`src/qdl_pkg.sv`:
```
`default_nettype none
package qdl_pkg;

   // word and channel geometry
   localparam int unsigned WORD_BITS = 32;
   localparam int unsigned NUM_CH    = 4;
   localparam int unsigned CODE_BITS = 16;
   localparam int unsigned CNT_BITS  = 6;
   localparam logic [CNT_BITS-1:0] LAST_BIT_IDX = 6'h1F;

   // command word layout, msb first on the wire
   localparam int unsigned CMD_LSB  = 24;
   localparam int unsigned CMD_W    = 4;
   localparam int unsigned CH_LSB   = 20;
   localparam int unsigned CH_W     = 4;
   localparam int unsigned CODE_LSB = 4;

   typedef logic [CMD_W-1:0] qdl_cmd_t;
   localparam qdl_cmd_t CMD_WR_INPUT  = 4'h0;
   localparam qdl_cmd_t CMD_UPDATE    = 4'h1;
   localparam qdl_cmd_t CMD_WR_UPDATE = 4'h2;
   localparam qdl_cmd_t CMD_SET_CLR   = 4'h7;
   localparam logic [CH_W-1:0] CH_ALL = 4'hF;

   // straight binary codes
   localparam logic [CODE_BITS-1:0] CODE_ZERO = 16'h0000;
   localparam logic [CODE_BITS-1:0] CODE_MID  = 16'h8000;
   localparam logic [CODE_BITS-1:0] CODE_FULL = 16'hFFFF;

   localparam logic [1:0] CLR_SEL_ZERO = 2'h0;
   localparam logic [1:0] CLR_SEL_MID  = 2'h1;
   localparam logic [1:0] CLR_SEL_FULL = 2'h2;
   localparam logic [1:0] CLR_SEL_RST  = CLR_SEL_ZERO;

   // pin synchroniser vector
   localparam int unsigned PIN_COUNT = 6;
   localparam int unsigned PIN_FS    = 0;
   localparam int unsigned PIN_SCLK  = 1;
   localparam int unsigned PIN_SDIN  = 2;
   localparam int unsigned PIN_LOAD  = 3;
   localparam int unsigned PIN_CLR   = 4;
   localparam int unsigned PIN_POR   = 5;
   localparam logic [PIN_COUNT-1:0] SYNC_RST = 6'h1B;

   // cycles after reset release before the strap is trusted
   localparam logic [1:0] INIT_WAIT = 2'h3;

   // link timing, binds the host; our sampling rate gives the same limit in cycles
   localparam int unsigned CLK_PERIOD_NS   = 4;
   localparam int unsigned SCLK_MIN_PER_NS = 20;
   localparam int unsigned SCLK_MIN_CYCLES = (SCLK_MIN_PER_NS + CLK_PERIOD_NS - 1) / CLK_PERIOD_NS;

   // apb map, byte addresses
   localparam int unsigned ADDR_W = 8;
   localparam logic [ADDR_W-1:0] ADDR_CTRL      = 8'h00;
   localparam logic [ADDR_W-1:0] ADDR_CLRCODE   = 8'h04;
   localparam logic [ADDR_W-1:0] ADDR_STATUS    = 8'h08;
   localparam logic [ADDR_W-1:0] ADDR_LASTWORD  = 8'h0C;
   localparam logic [ADDR_W-1:0] ADDR_WORDCNT   = 8'h10;
   localparam logic [ADDR_W-1:0] ADDR_ABORTCNT  = 8'h14;
   localparam logic [ADDR_W-1:0] ADDR_BADCMDCNT = 8'h18;
   localparam logic [3:0]        PAGE_INPUT     = 4'h2;
   localparam logic [3:0]        PAGE_CONV      = 4'h3;

   localparam int unsigned CTRL_LINK_EN  = 0;
   localparam int unsigned CTRL_SW_LOAD  = 1;
   localparam logic        LINK_EN_RST   = 1'b1;

   localparam int unsigned ST_FRAME  = 0;
   localparam int unsigned ST_CLR    = 1;
   localparam int unsigned ST_LOAD   = 2;
   localparam int unsigned ST_INIT   = 3;
   localparam int unsigned ST_PEND   = 4;

   typedef enum logic [1:0] {FR_IDLE, FR_SHIFT, FR_DONE} qdl_frame_e;

endpackage
`default_nettype wire

```
`src/qdl_sync.sv`:
```
`timescale 1ns/10ps
`default_nettype none
module qdl_sync
   import qdl_pkg::*;
(
   input  wire logic                 pclk,
   input  wire logic                 presetn,
   input  wire logic [PIN_COUNT-1:0] pins,
   output var  logic [PIN_COUNT-1:0] pins_s
);

   typedef struct packed {
      logic [PIN_COUNT-1:0] s1;
      logic [PIN_COUNT-1:0] s2;
   } qdl_sync_s;

   qdl_sync_s q;
   qdl_sync_s d;

   always_comb
   begin
      d    = q;
      d.s1 = pins;
      d.s2 = q.s1;
   end

   always_ff @(posedge pclk or negedge presetn)
   begin
      if (!presetn)
      begin
         q <= '{s1: SYNC_RST, s2: SYNC_RST};
      end
      else
      begin
         q <= d;
      end
   end

   assign pins_s = q.s2;

endmodule // qdl_sync
`default_nettype wire

```
`src/qdl_frame_rx.sv`:
```
`timescale 1ns/10ps
`default_nettype none
module qdl_frame_rx
   import qdl_pkg::*;
(
   input  wire logic                 pclk,
   input  wire logic                 presetn,
   input  wire logic                 link_en,
   input  wire logic                 fs_n_s,
   input  wire logic                 sclk_s,
   input  wire logic                 sdin_s,
   output var  logic                 word_valid,
   output var  logic [WORD_BITS-1:0] word,
   output var  logic                 abort,
   output var  logic                 active
);

   typedef struct packed {
      qdl_frame_e           state;
      logic                 fs_prev;
      logic                 sclk_prev;
      logic [CNT_BITS-1:0]  cnt;
      logic [WORD_BITS-1:0] shreg;
      logic                 valid;
      logic                 abort;
   } qdl_frame_s;

   qdl_frame_s q;
   qdl_frame_s d;

   always_comb
   begin
      d           = q;
      d.fs_prev   = fs_n_s;
      d.sclk_prev = sclk_s;
      d.valid     = 1'b0;
      d.abort     = 1'b0;
      case (q.state)
         FR_IDLE:
         begin
            if (q.fs_prev && !fs_n_s && link_en)
            begin
               d.state = FR_SHIFT;
               d.cnt   = '0;
            end
         end
         FR_SHIFT:
         begin
            if (fs_n_s)
            begin
               // partial word is never flagged valid; only abort is pulsed
               d.abort = 1'b1;
               d.state = FR_IDLE;
            end
            else if (q.sclk_prev && !sclk_s)
            begin
               d.shreg = {q.shreg[WORD_BITS-2:0], sdin_s};
               d.cnt   = q.cnt + 6'h01;
               if (q.cnt == LAST_BIT_IDX)
               begin
                  d.valid = 1'b1;
                  d.state = FR_DONE;
               end
            end
         end
         FR_DONE:
         begin
            // extra clocks past the word are ignored until frame select rises
            if (fs_n_s)
            begin
               d.state = FR_IDLE;
            end
         end
         default:
         begin
            d.state = FR_IDLE;
         end
      endcase
   end

   always_ff @(posedge pclk or negedge presetn)
   begin
      if (!presetn)
      begin
         q <= '{state: FR_IDLE, fs_prev: 1'b1, sclk_prev: 1'b1, cnt: '0, shreg: '0, valid: 1'b0, abort: 1'b0};
      end
      else
      begin
         q <= d;
      end
   end

   assign word_valid = q.valid;
   assign word       = q.shreg;
   assign abort      = q.abort;
   assign active     = (q.state != FR_IDLE);

endmodule // qdl_frame_rx
`default_nettype wire

```
`src/qdl_top.sv`:
```
// The placing of the registers and register access over APB are this design's own decisions.
`timescale 1ns/10ps
`default_nettype none
module qdl_top
   import qdl_pkg::*;
(
   input  wire logic                          pclk,
   input  wire logic                          presetn,
   input  wire logic [ADDR_W-1:0]             paddr,
   input  wire logic                          psel,
   input  wire logic                          penable,
   input  wire logic                          pwrite,
   input  wire logic [31:0]                   pwdata,
   output var  logic [31:0]                   prdata,
   output var  logic                          pready,
   output var  logic                          pslverr,
   input  wire logic                          frame_sel_n,
   input  wire logic                          sclk,
   input  wire logic                          sdin,
   input  wire logic                          load_strobe_n,
   input  wire logic                          async_clear_n,
   input  wire logic                          por_sel,
   output var  logic [NUM_CH*CODE_BITS-1:0]   dac_codes
);

   typedef struct packed {
      logic                                link_en;
      logic [1:0]                          clr_sel;
      logic [NUM_CH-1:0][CODE_BITS-1:0]    in_regs;
      logic [NUM_CH-1:0][CODE_BITS-1:0]    conv;
      logic [NUM_CH-1:0]                   pend;
      logic                                clr_prev;
      logic [1:0]                          init_cnt;
      logic                                init_done;
      logic [WORD_BITS-1:0]                last_word;
      logic [15:0]                         word_cnt;
      logic [15:0]                         abort_cnt;
      logic [15:0]                         badcmd_cnt;
      logic                                pready;
      logic                                pslverr;
      logic [31:0]                         prdata;
   } qdl_top_s;

   qdl_top_s q;
   qdl_top_s d;

   logic [PIN_COUNT-1:0] pins;
   logic [PIN_COUNT-1:0] pins_s;
   logic                 word_valid;
   logic [WORD_BITS-1:0] word;
   logic                 abort;
   logic                 frame_active;

   assign pins[PIN_FS]   = frame_sel_n;
   assign pins[PIN_SCLK] = sclk;
   assign pins[PIN_SDIN] = sdin;
   assign pins[PIN_LOAD] = load_strobe_n;
   assign pins[PIN_CLR]  = async_clear_n;
   assign pins[PIN_POR]  = por_sel;

   qdl_sync u_sync
   (
      .pclk    (pclk),
      .presetn (presetn),
      .pins    (pins),
      .pins_s  (pins_s)
   );

   qdl_frame_rx u_rx
   (
      .pclk       (pclk),
      .presetn    (presetn),
      .link_en    (q.link_en),
      .fs_n_s     (pins_s[PIN_FS]),
      .sclk_s     (pins_s[PIN_SCLK]),
      .sdin_s     (pins_s[PIN_SDIN]),
      .word_valid (word_valid),
      .word       (word),
      .abort      (abort),
      .active     (frame_active)
   );

   function automatic logic [CODE_BITS-1:0] clr_value(input logic [1:0] sel);
      logic [CODE_BITS-1:0] v;
      case (sel)
         CLR_SEL_MID:  v = CODE_MID;
         CLR_SEL_FULL: v = CODE_FULL;
         default:      v = CODE_ZERO;
      endcase
      return v;
   endfunction

   logic                 clr_low;
   logic                 load_low;
   logic                 clr_fall;
   logic                 apb_acc;
   logic                 apb_done;
   logic                 addr_hit;
   logic [31:0]          rdata;
   logic [1:0]           widx;
   qdl_cmd_t             cmd;
   logic [CH_W-1:0]      ch;
   logic [CODE_BITS-1:0] code;
   logic [NUM_CH-1:0]    ch_hit;
   logic                 sw_load;

   assign clr_low  = !pins_s[PIN_CLR];
   assign load_low = !pins_s[PIN_LOAD];
   assign clr_fall = q.clr_prev && clr_low;
   assign apb_acc  = psel && penable;
   assign apb_done = apb_acc && q.pready;
   assign widx     = paddr[3:2];
   assign cmd      = word[CMD_LSB +: CMD_W];
   assign ch       = word[CH_LSB +: CH_W];
   assign code     = word[CODE_LSB +: CODE_BITS];

   genvar gc;
   generate
      for (gc = 0; gc < NUM_CH; gc++)
      begin : g_hit
         assign ch_hit[gc] = (ch == CH_ALL) || (ch == CH_W'(gc));
      end
   endgenerate

   // read mux and address decode
   always_comb
   begin
      rdata    = '0;
      addr_hit = 1'b1;
      if (paddr[1:0] != 2'h0)
      begin
         addr_hit = 1'b0;
      end
      else if (paddr[7:4] == PAGE_INPUT)
      begin
         rdata[CODE_BITS-1:0] = q.in_regs[widx];
      end
      else if (paddr[7:4] == PAGE_CONV)
      begin
         rdata[CODE_BITS-1:0] = q.conv[widx];
      end
      else
      begin
         case (paddr)
            ADDR_CTRL:      rdata[CTRL_LINK_EN] = q.link_en;
            ADDR_CLRCODE:   rdata[1:0] = q.clr_sel;
            ADDR_STATUS:
            begin
               rdata[ST_FRAME]              = frame_active;
               rdata[ST_CLR]                = clr_low;
               rdata[ST_LOAD]               = load_low;
               rdata[ST_INIT]               = q.init_done;
               rdata[ST_PEND +: NUM_CH]     = q.pend;
            end
            ADDR_LASTWORD:  rdata = q.last_word;
            ADDR_WORDCNT:   rdata[15:0] = q.word_cnt;
            ADDR_ABORTCNT:  rdata[15:0] = q.abort_cnt;
            ADDR_BADCMDCNT: rdata[15:0] = q.badcmd_cnt;
            default:        addr_hit = 1'b0;
         endcase
      end
   end

   // write-one pulse that acts like a load strobe from software
   assign sw_load = apb_done && pwrite && (paddr == ADDR_CTRL) && pwdata[CTRL_SW_LOAD];

   always_comb
   begin
      d          = q;
      d.clr_prev = !clr_low;
      d.pready   = 1'b0;
      d.pslverr  = 1'b0;

      // apb: answer one cycle into the access phase
      if (apb_acc && !q.pready)
      begin
         d.pready  = 1'b1;
         d.pslverr = !addr_hit;
         d.prdata  = addr_hit ? rdata : 32'h0000_0000;
      end
      if (apb_done && pwrite && !q.pslverr)
      begin
         if (paddr == ADDR_CTRL)
         begin
            d.link_en = pwdata[CTRL_LINK_EN];
         end
         if (paddr == ADDR_CLRCODE)
         begin
            d.clr_sel = pwdata[1:0];
         end
      end

      // strap is read only after the synchroniser has settled
      if (!q.init_done)
      begin
         if (q.init_cnt == INIT_WAIT)
         begin
            d.init_done = 1'b1;
            for (int c = 0; c < NUM_CH; c++)
            begin
               d.in_regs[c] = pins_s[PIN_POR] ? CODE_MID : CODE_ZERO;
               d.conv[c]    = pins_s[PIN_POR] ? CODE_MID : CODE_ZERO;
            end
         end
         else
         begin
            d.init_cnt = q.init_cnt + 2'h1;
         end
      end

      if (abort)
      begin
         d.abort_cnt = q.abort_cnt + 16'h0001;
      end

      // serial command beats a same-cycle apb write to the clear code
      if (word_valid && q.init_done)
      begin
         d.last_word = word;
         d.word_cnt  = q.word_cnt + 16'h0001;
         case (cmd)
            CMD_WR_INPUT, CMD_UPDATE, CMD_WR_UPDATE:
            begin
               for (int c = 0; c < NUM_CH; c++)
               begin
                  if (ch_hit[c])
                  begin
                     if (cmd != CMD_UPDATE)
                     begin
                        d.in_regs[c] = code;
                        d.pend[c]    = 1'b1;
                     end
                     if ((cmd != CMD_WR_INPUT) && !clr_low)
                     begin
                        d.conv[c] = d.in_regs[c];
                        d.pend[c] = 1'b0;
                     end
                  end
               end
            end
            CMD_SET_CLR:
            begin
               d.clr_sel = code[1:0];
            end
            default:
            begin
               d.badcmd_cnt = q.badcmd_cnt + 16'h0001;
            end
         endcase
      end

      // level-sensitive so a pulse and a tied-low strobe both work
      if ((load_low || sw_load) && !clr_low && q.init_done)
      begin
         for (int c = 0; c < NUM_CH; c++)
         begin
            if (d.pend[c])
            begin
               d.conv[c] = d.in_regs[c];
               d.pend[c] = 1'b0;
            end
         end
      end

      // clear overrides every input, code and pending-flag update in its cycle
      if (clr_fall && q.init_done)
      begin
         for (int c = 0; c < NUM_CH; c++)
         begin
            d.in_regs[c] = clr_value(q.clr_sel);
            d.conv[c]    = clr_value(q.clr_sel);
         end
         d.pend = '0;
      end
   end

   always_ff @(posedge pclk or negedge presetn)
   begin
      if (!presetn)
      begin
         q            <= '0;
         q.link_en    <= LINK_EN_RST;
         q.clr_sel    <= CLR_SEL_RST;
         q.clr_prev   <= 1'b1;
      end
      else
      begin
         q <= d;
      end
   end

   assign prdata    = q.prdata;
   assign pready    = q.pready;
   assign pslverr   = q.pslverr;
   assign dac_codes = q.conv;

endmodule // qdl_top
`default_nettype wire

```
`config.mk`:
```
export PLATFORM = sky130hd
export DESIGN_NAME = qdl_top
export DESIGN_NICKNAME = d
export VERILOG_FILES = /design/src/qdl_pkg.sv /design/src/qdl_sync.sv /design/src/qdl_frame_rx.sv /design/src/qdl_top.sv
export SDC_FILE = /design/constraint.sdc
export NUM_CORES = 1
export LEC_CHECK = 0
export BUFFER_PORTS_ARGS = -buffer_cell sky130_fd_sc_hd__buf_4
export CAP_MARGIN = 20
export CORE_ASPECT_RATIO = 0.5
export CORE_UTILIZATION = 39
export DETAILED_ROUTE_END_ITERATION = 8
export PLACE_DENSITY_LB_ADDON = 0.12
export SYNTH_ARGS = -nofsm -noshare
export SYNTH_HDL_FRONTEND = slang
export SYNTH_SLANG_ARGS = --single-unit
```
`constraint.sdc`:
```
create_clock -name pclk -period 3.6 [get_ports pclk]
set_input_delay 0.72 -clock pclk [delete_from_list [all_inputs] [get_ports pclk]]
set_output_delay 0.72 -clock pclk [all_outputs]
set_load 0.01 [all_outputs]
```
==> metrics <==
status completed; post-layout min period 3.18 ns; Startpoint Class register; layout cells sized above 1 0.194; clk_skew 0.0109 ns; HPWL Detailed 39,200 um; drt drc 0; mapped cell area 16,700 um2; CTS-repair resized insts 0; core area 42,000 um2; WL final 58,900 um; Pint 5.70 mW; placer congestion estimate 0.899; GRT Total Usage 0.268; syn nets 1,793; leakage power 8.31 nW; CTS max path bufs 3; Net Switching 1.87 mW; share of synthesized registers carrying an async set or reset 1.00; total grt overflow 0; Die Span X 294 um; worst flop-to-flop path startpoint q[114]; setup violators final 0; vias per cell 6.04; critical path fanouts, max 15; worst reg-to-reg path cell count 7; I/O pin count 149; kind of critical path reg2reg; worst setup margin 0.423 ns; Wirelength per Cell 25.5 um; antenna violations before repair 4; global-route wire length before repair 88,000 um; top cells by count, synth dfrtp_1 (297), nand2_1 (233), a21oi_1 (158), buf_4 (98), clkbuf_1 (98); final period utilization 0.883; unrepaired setup endpoints after global routing no; synth unique cells 75; register share of total power 0.485; vias 13,900; top cells by area, synth dfrtp_1 (45%), nand2_1 (5.2%), a21oi_1 (4.7%); Post-synth EDFFs 0; Hold WC Path Type in2async; largest net degree at the start of global routing 89; # H-tree levels 1; placed cells 2,246; Post-Syn Instances 1,735; Slew Limit Fails 0; Hold Vio Cnt, Final 0; Hold-fix buffers, CTS 0; DRT iter0 DRCs 1,529; DP Worst Slack 0.127 ns; Clock Power Share 0.444; Clock Latency Late Sink 0.59 ns; ANT nets after route 0; Final nets 1,761; post-CTS setup buffer count 0; Pwr Density 406 nW/um2; WP data arrival 3.66 ns; count leader, synth dfrtp_1; height of the die 148 um; reg2reg end dac_codes[61]; clk slew on worst S/H paths 0.07 ns; Core Util, Final 0.443; Post-synth top flop dfrtp_1; Rel. slew slack 0.386; VDD IR max 380 uV; DR pass1 iterations 6; worst-margin pin slew 0.918 ns; Worst setup EP type register; CTS Root Cell clkbuf_16; combinational share of power 0.071; CTS sink cnt 309; area grow syn2layout 11.7%; Yosys top cell by area dfrtp_1; top-area cell type share of the netlist area 0.446; non-filler cells, final 2,308; Max Cap Viol 0; sequential share of the synthesized area 0.465; row count 53; Switching Share 0.247; die area 43,600 um2; synthesized area per cell 9.61 um2; YS warnings 0; Total Neg Setup Slack 0 ns; Yosys reg bits 309; CTS tree done; total CTS buffers 31; vias in the first global route 13,600; reg-to-reg setup timing slack 0.42 ns; critical path required time 4.08 ns; Initial Util 0.396; IO buf count 118; max frequency 315 MHz
-- flip-flops by register name, summed over array words and instances, names as in the netlist --
register and flops:
u_rx.q 10, dac_codes 64, u_rx.abort 1, q 155, u_rx.word 32, prdata 32
u_sync.pins_s 6, pslverr 1, u_rx.word_valid 1, pready 1, u_sync.d 6
-- routing by layer --
metal,track usage,routed length [um]
met5,0,12
met4,0.0701,1400
met3,0.0759,6010
met2,0.395,25600
met1,0.386,25900
-- cell usage in the layout (no fill, tap or decap), types with 12 or more instances in the layout --
master     Yosys  layout
dfrtp_1      297     297
nand2_1      233     233
buf_4         98     169
a21oi_1      158     158
o21ai_0       95      95
nor2_1        88      85
nand3_1       67      66
and3_1        39      39
a31oi_1       37      37
o31ai_1       37      37
xnor2_1       33      33
mux4_2        33      33
nor3_1        32      32
clkbuf_16      0      31
mux2_2        25      25
inv_1         23      23
a22o_1        23      23
mux2i_1       22      22
o221ai_1      22      22
xor2_1        20      20
a32oi_1       15      15
o211a_1       15      15
nand4_1       13      13
and2_1        12      12
dfstp_2       12      12
-- worst max-delay path: stages, from the launching register on --
cell and delay, ns:
dfrtp_1 0.73, nand4bb_1 0.24, buf_4 0.27, or3_1 0.56, nor2_2 0.18, a211o_1 0.24
nand3_2 0.44, o221ai_1 0.39
-- worst max path at each step --
stage / slack (ns) / start / end
finish: 0.42 / q[114] / dac_codes[61]
global route: 0.34 / q[114] / dac_codes[51]
CTS: 0.48 / q[114] / dac_codes[61]
detailed placement: 0.13 / paddr[1] / dac_codes[61]
global placement: 0.22 / paddr[1] / dac_codes[59]
floorplan: 0.70 / paddr[1] / dac_codes[26]
-- per-stage QoR --
| step | area (um2) | power, mW | hold WS [ns] |
|---|---|---|---|
| 6_report | 18600 | 7.57 | 0.156 |
| 5_1_grt | 18600 | 7.83 | 0.207 |
| 3_3_place_gp | 17600 | 4.24 | 0.332 |
| 3_5_place_dp | 17600 | 4.26 | 0.340 |
| 4_1_cts | 18600 | 7.62 | 0.170 |
| 2_1_floorplan | 16700 | 4.00 | 0.331 |
-- power by group through the flow --
stage | clock [mW] | combinational [mW] | sequential, mW
finish | 3.36 | 0.538 | 3.67
global route | 3.57 | 0.588 | 3.67
CTS | 3.42 | 0.535 | 3.66
detailed placement | 0 | 0.534 | 3.73
global placement | 0 | 0.523 | 3.72
floorplan | 0 | 0.316 | 3.69
-- final cells by class --
| cell class | instances | area [um2] |
|---|---|---|
| Antenna cell | 4 | 10.0 |
| Timing Repair Buffer | 179 | 1460 |
| Clock buffer | 47 | 896 |
| Fill cell | 3990 | 23400 |
| Sequential cell | 309 | 7750 |
| Inverter | 25 | 93.8 |
| Clock inverter | 10 | 135 |
| Tap cell | 577 | 722 |
| Multi-Input combinational cell | 1157 | 7550 |
-- cell families after synthesis --
logic type | Yosys count | share of synthesized area
adder cells (fa/ha/maj) | 7 | 0.00526
multiplexers | 80 | 0.0747
flip-flops | 309 | 0.465
buffers and inverters | 269 | 0.0860
XOR/XNOR | 53 | 0.0279
AO/OA/AOI/OAI | 477 | 0.190
AND/OR/NAND/NOR | 540 | 0.151
(Power assumes the default switching activity.)
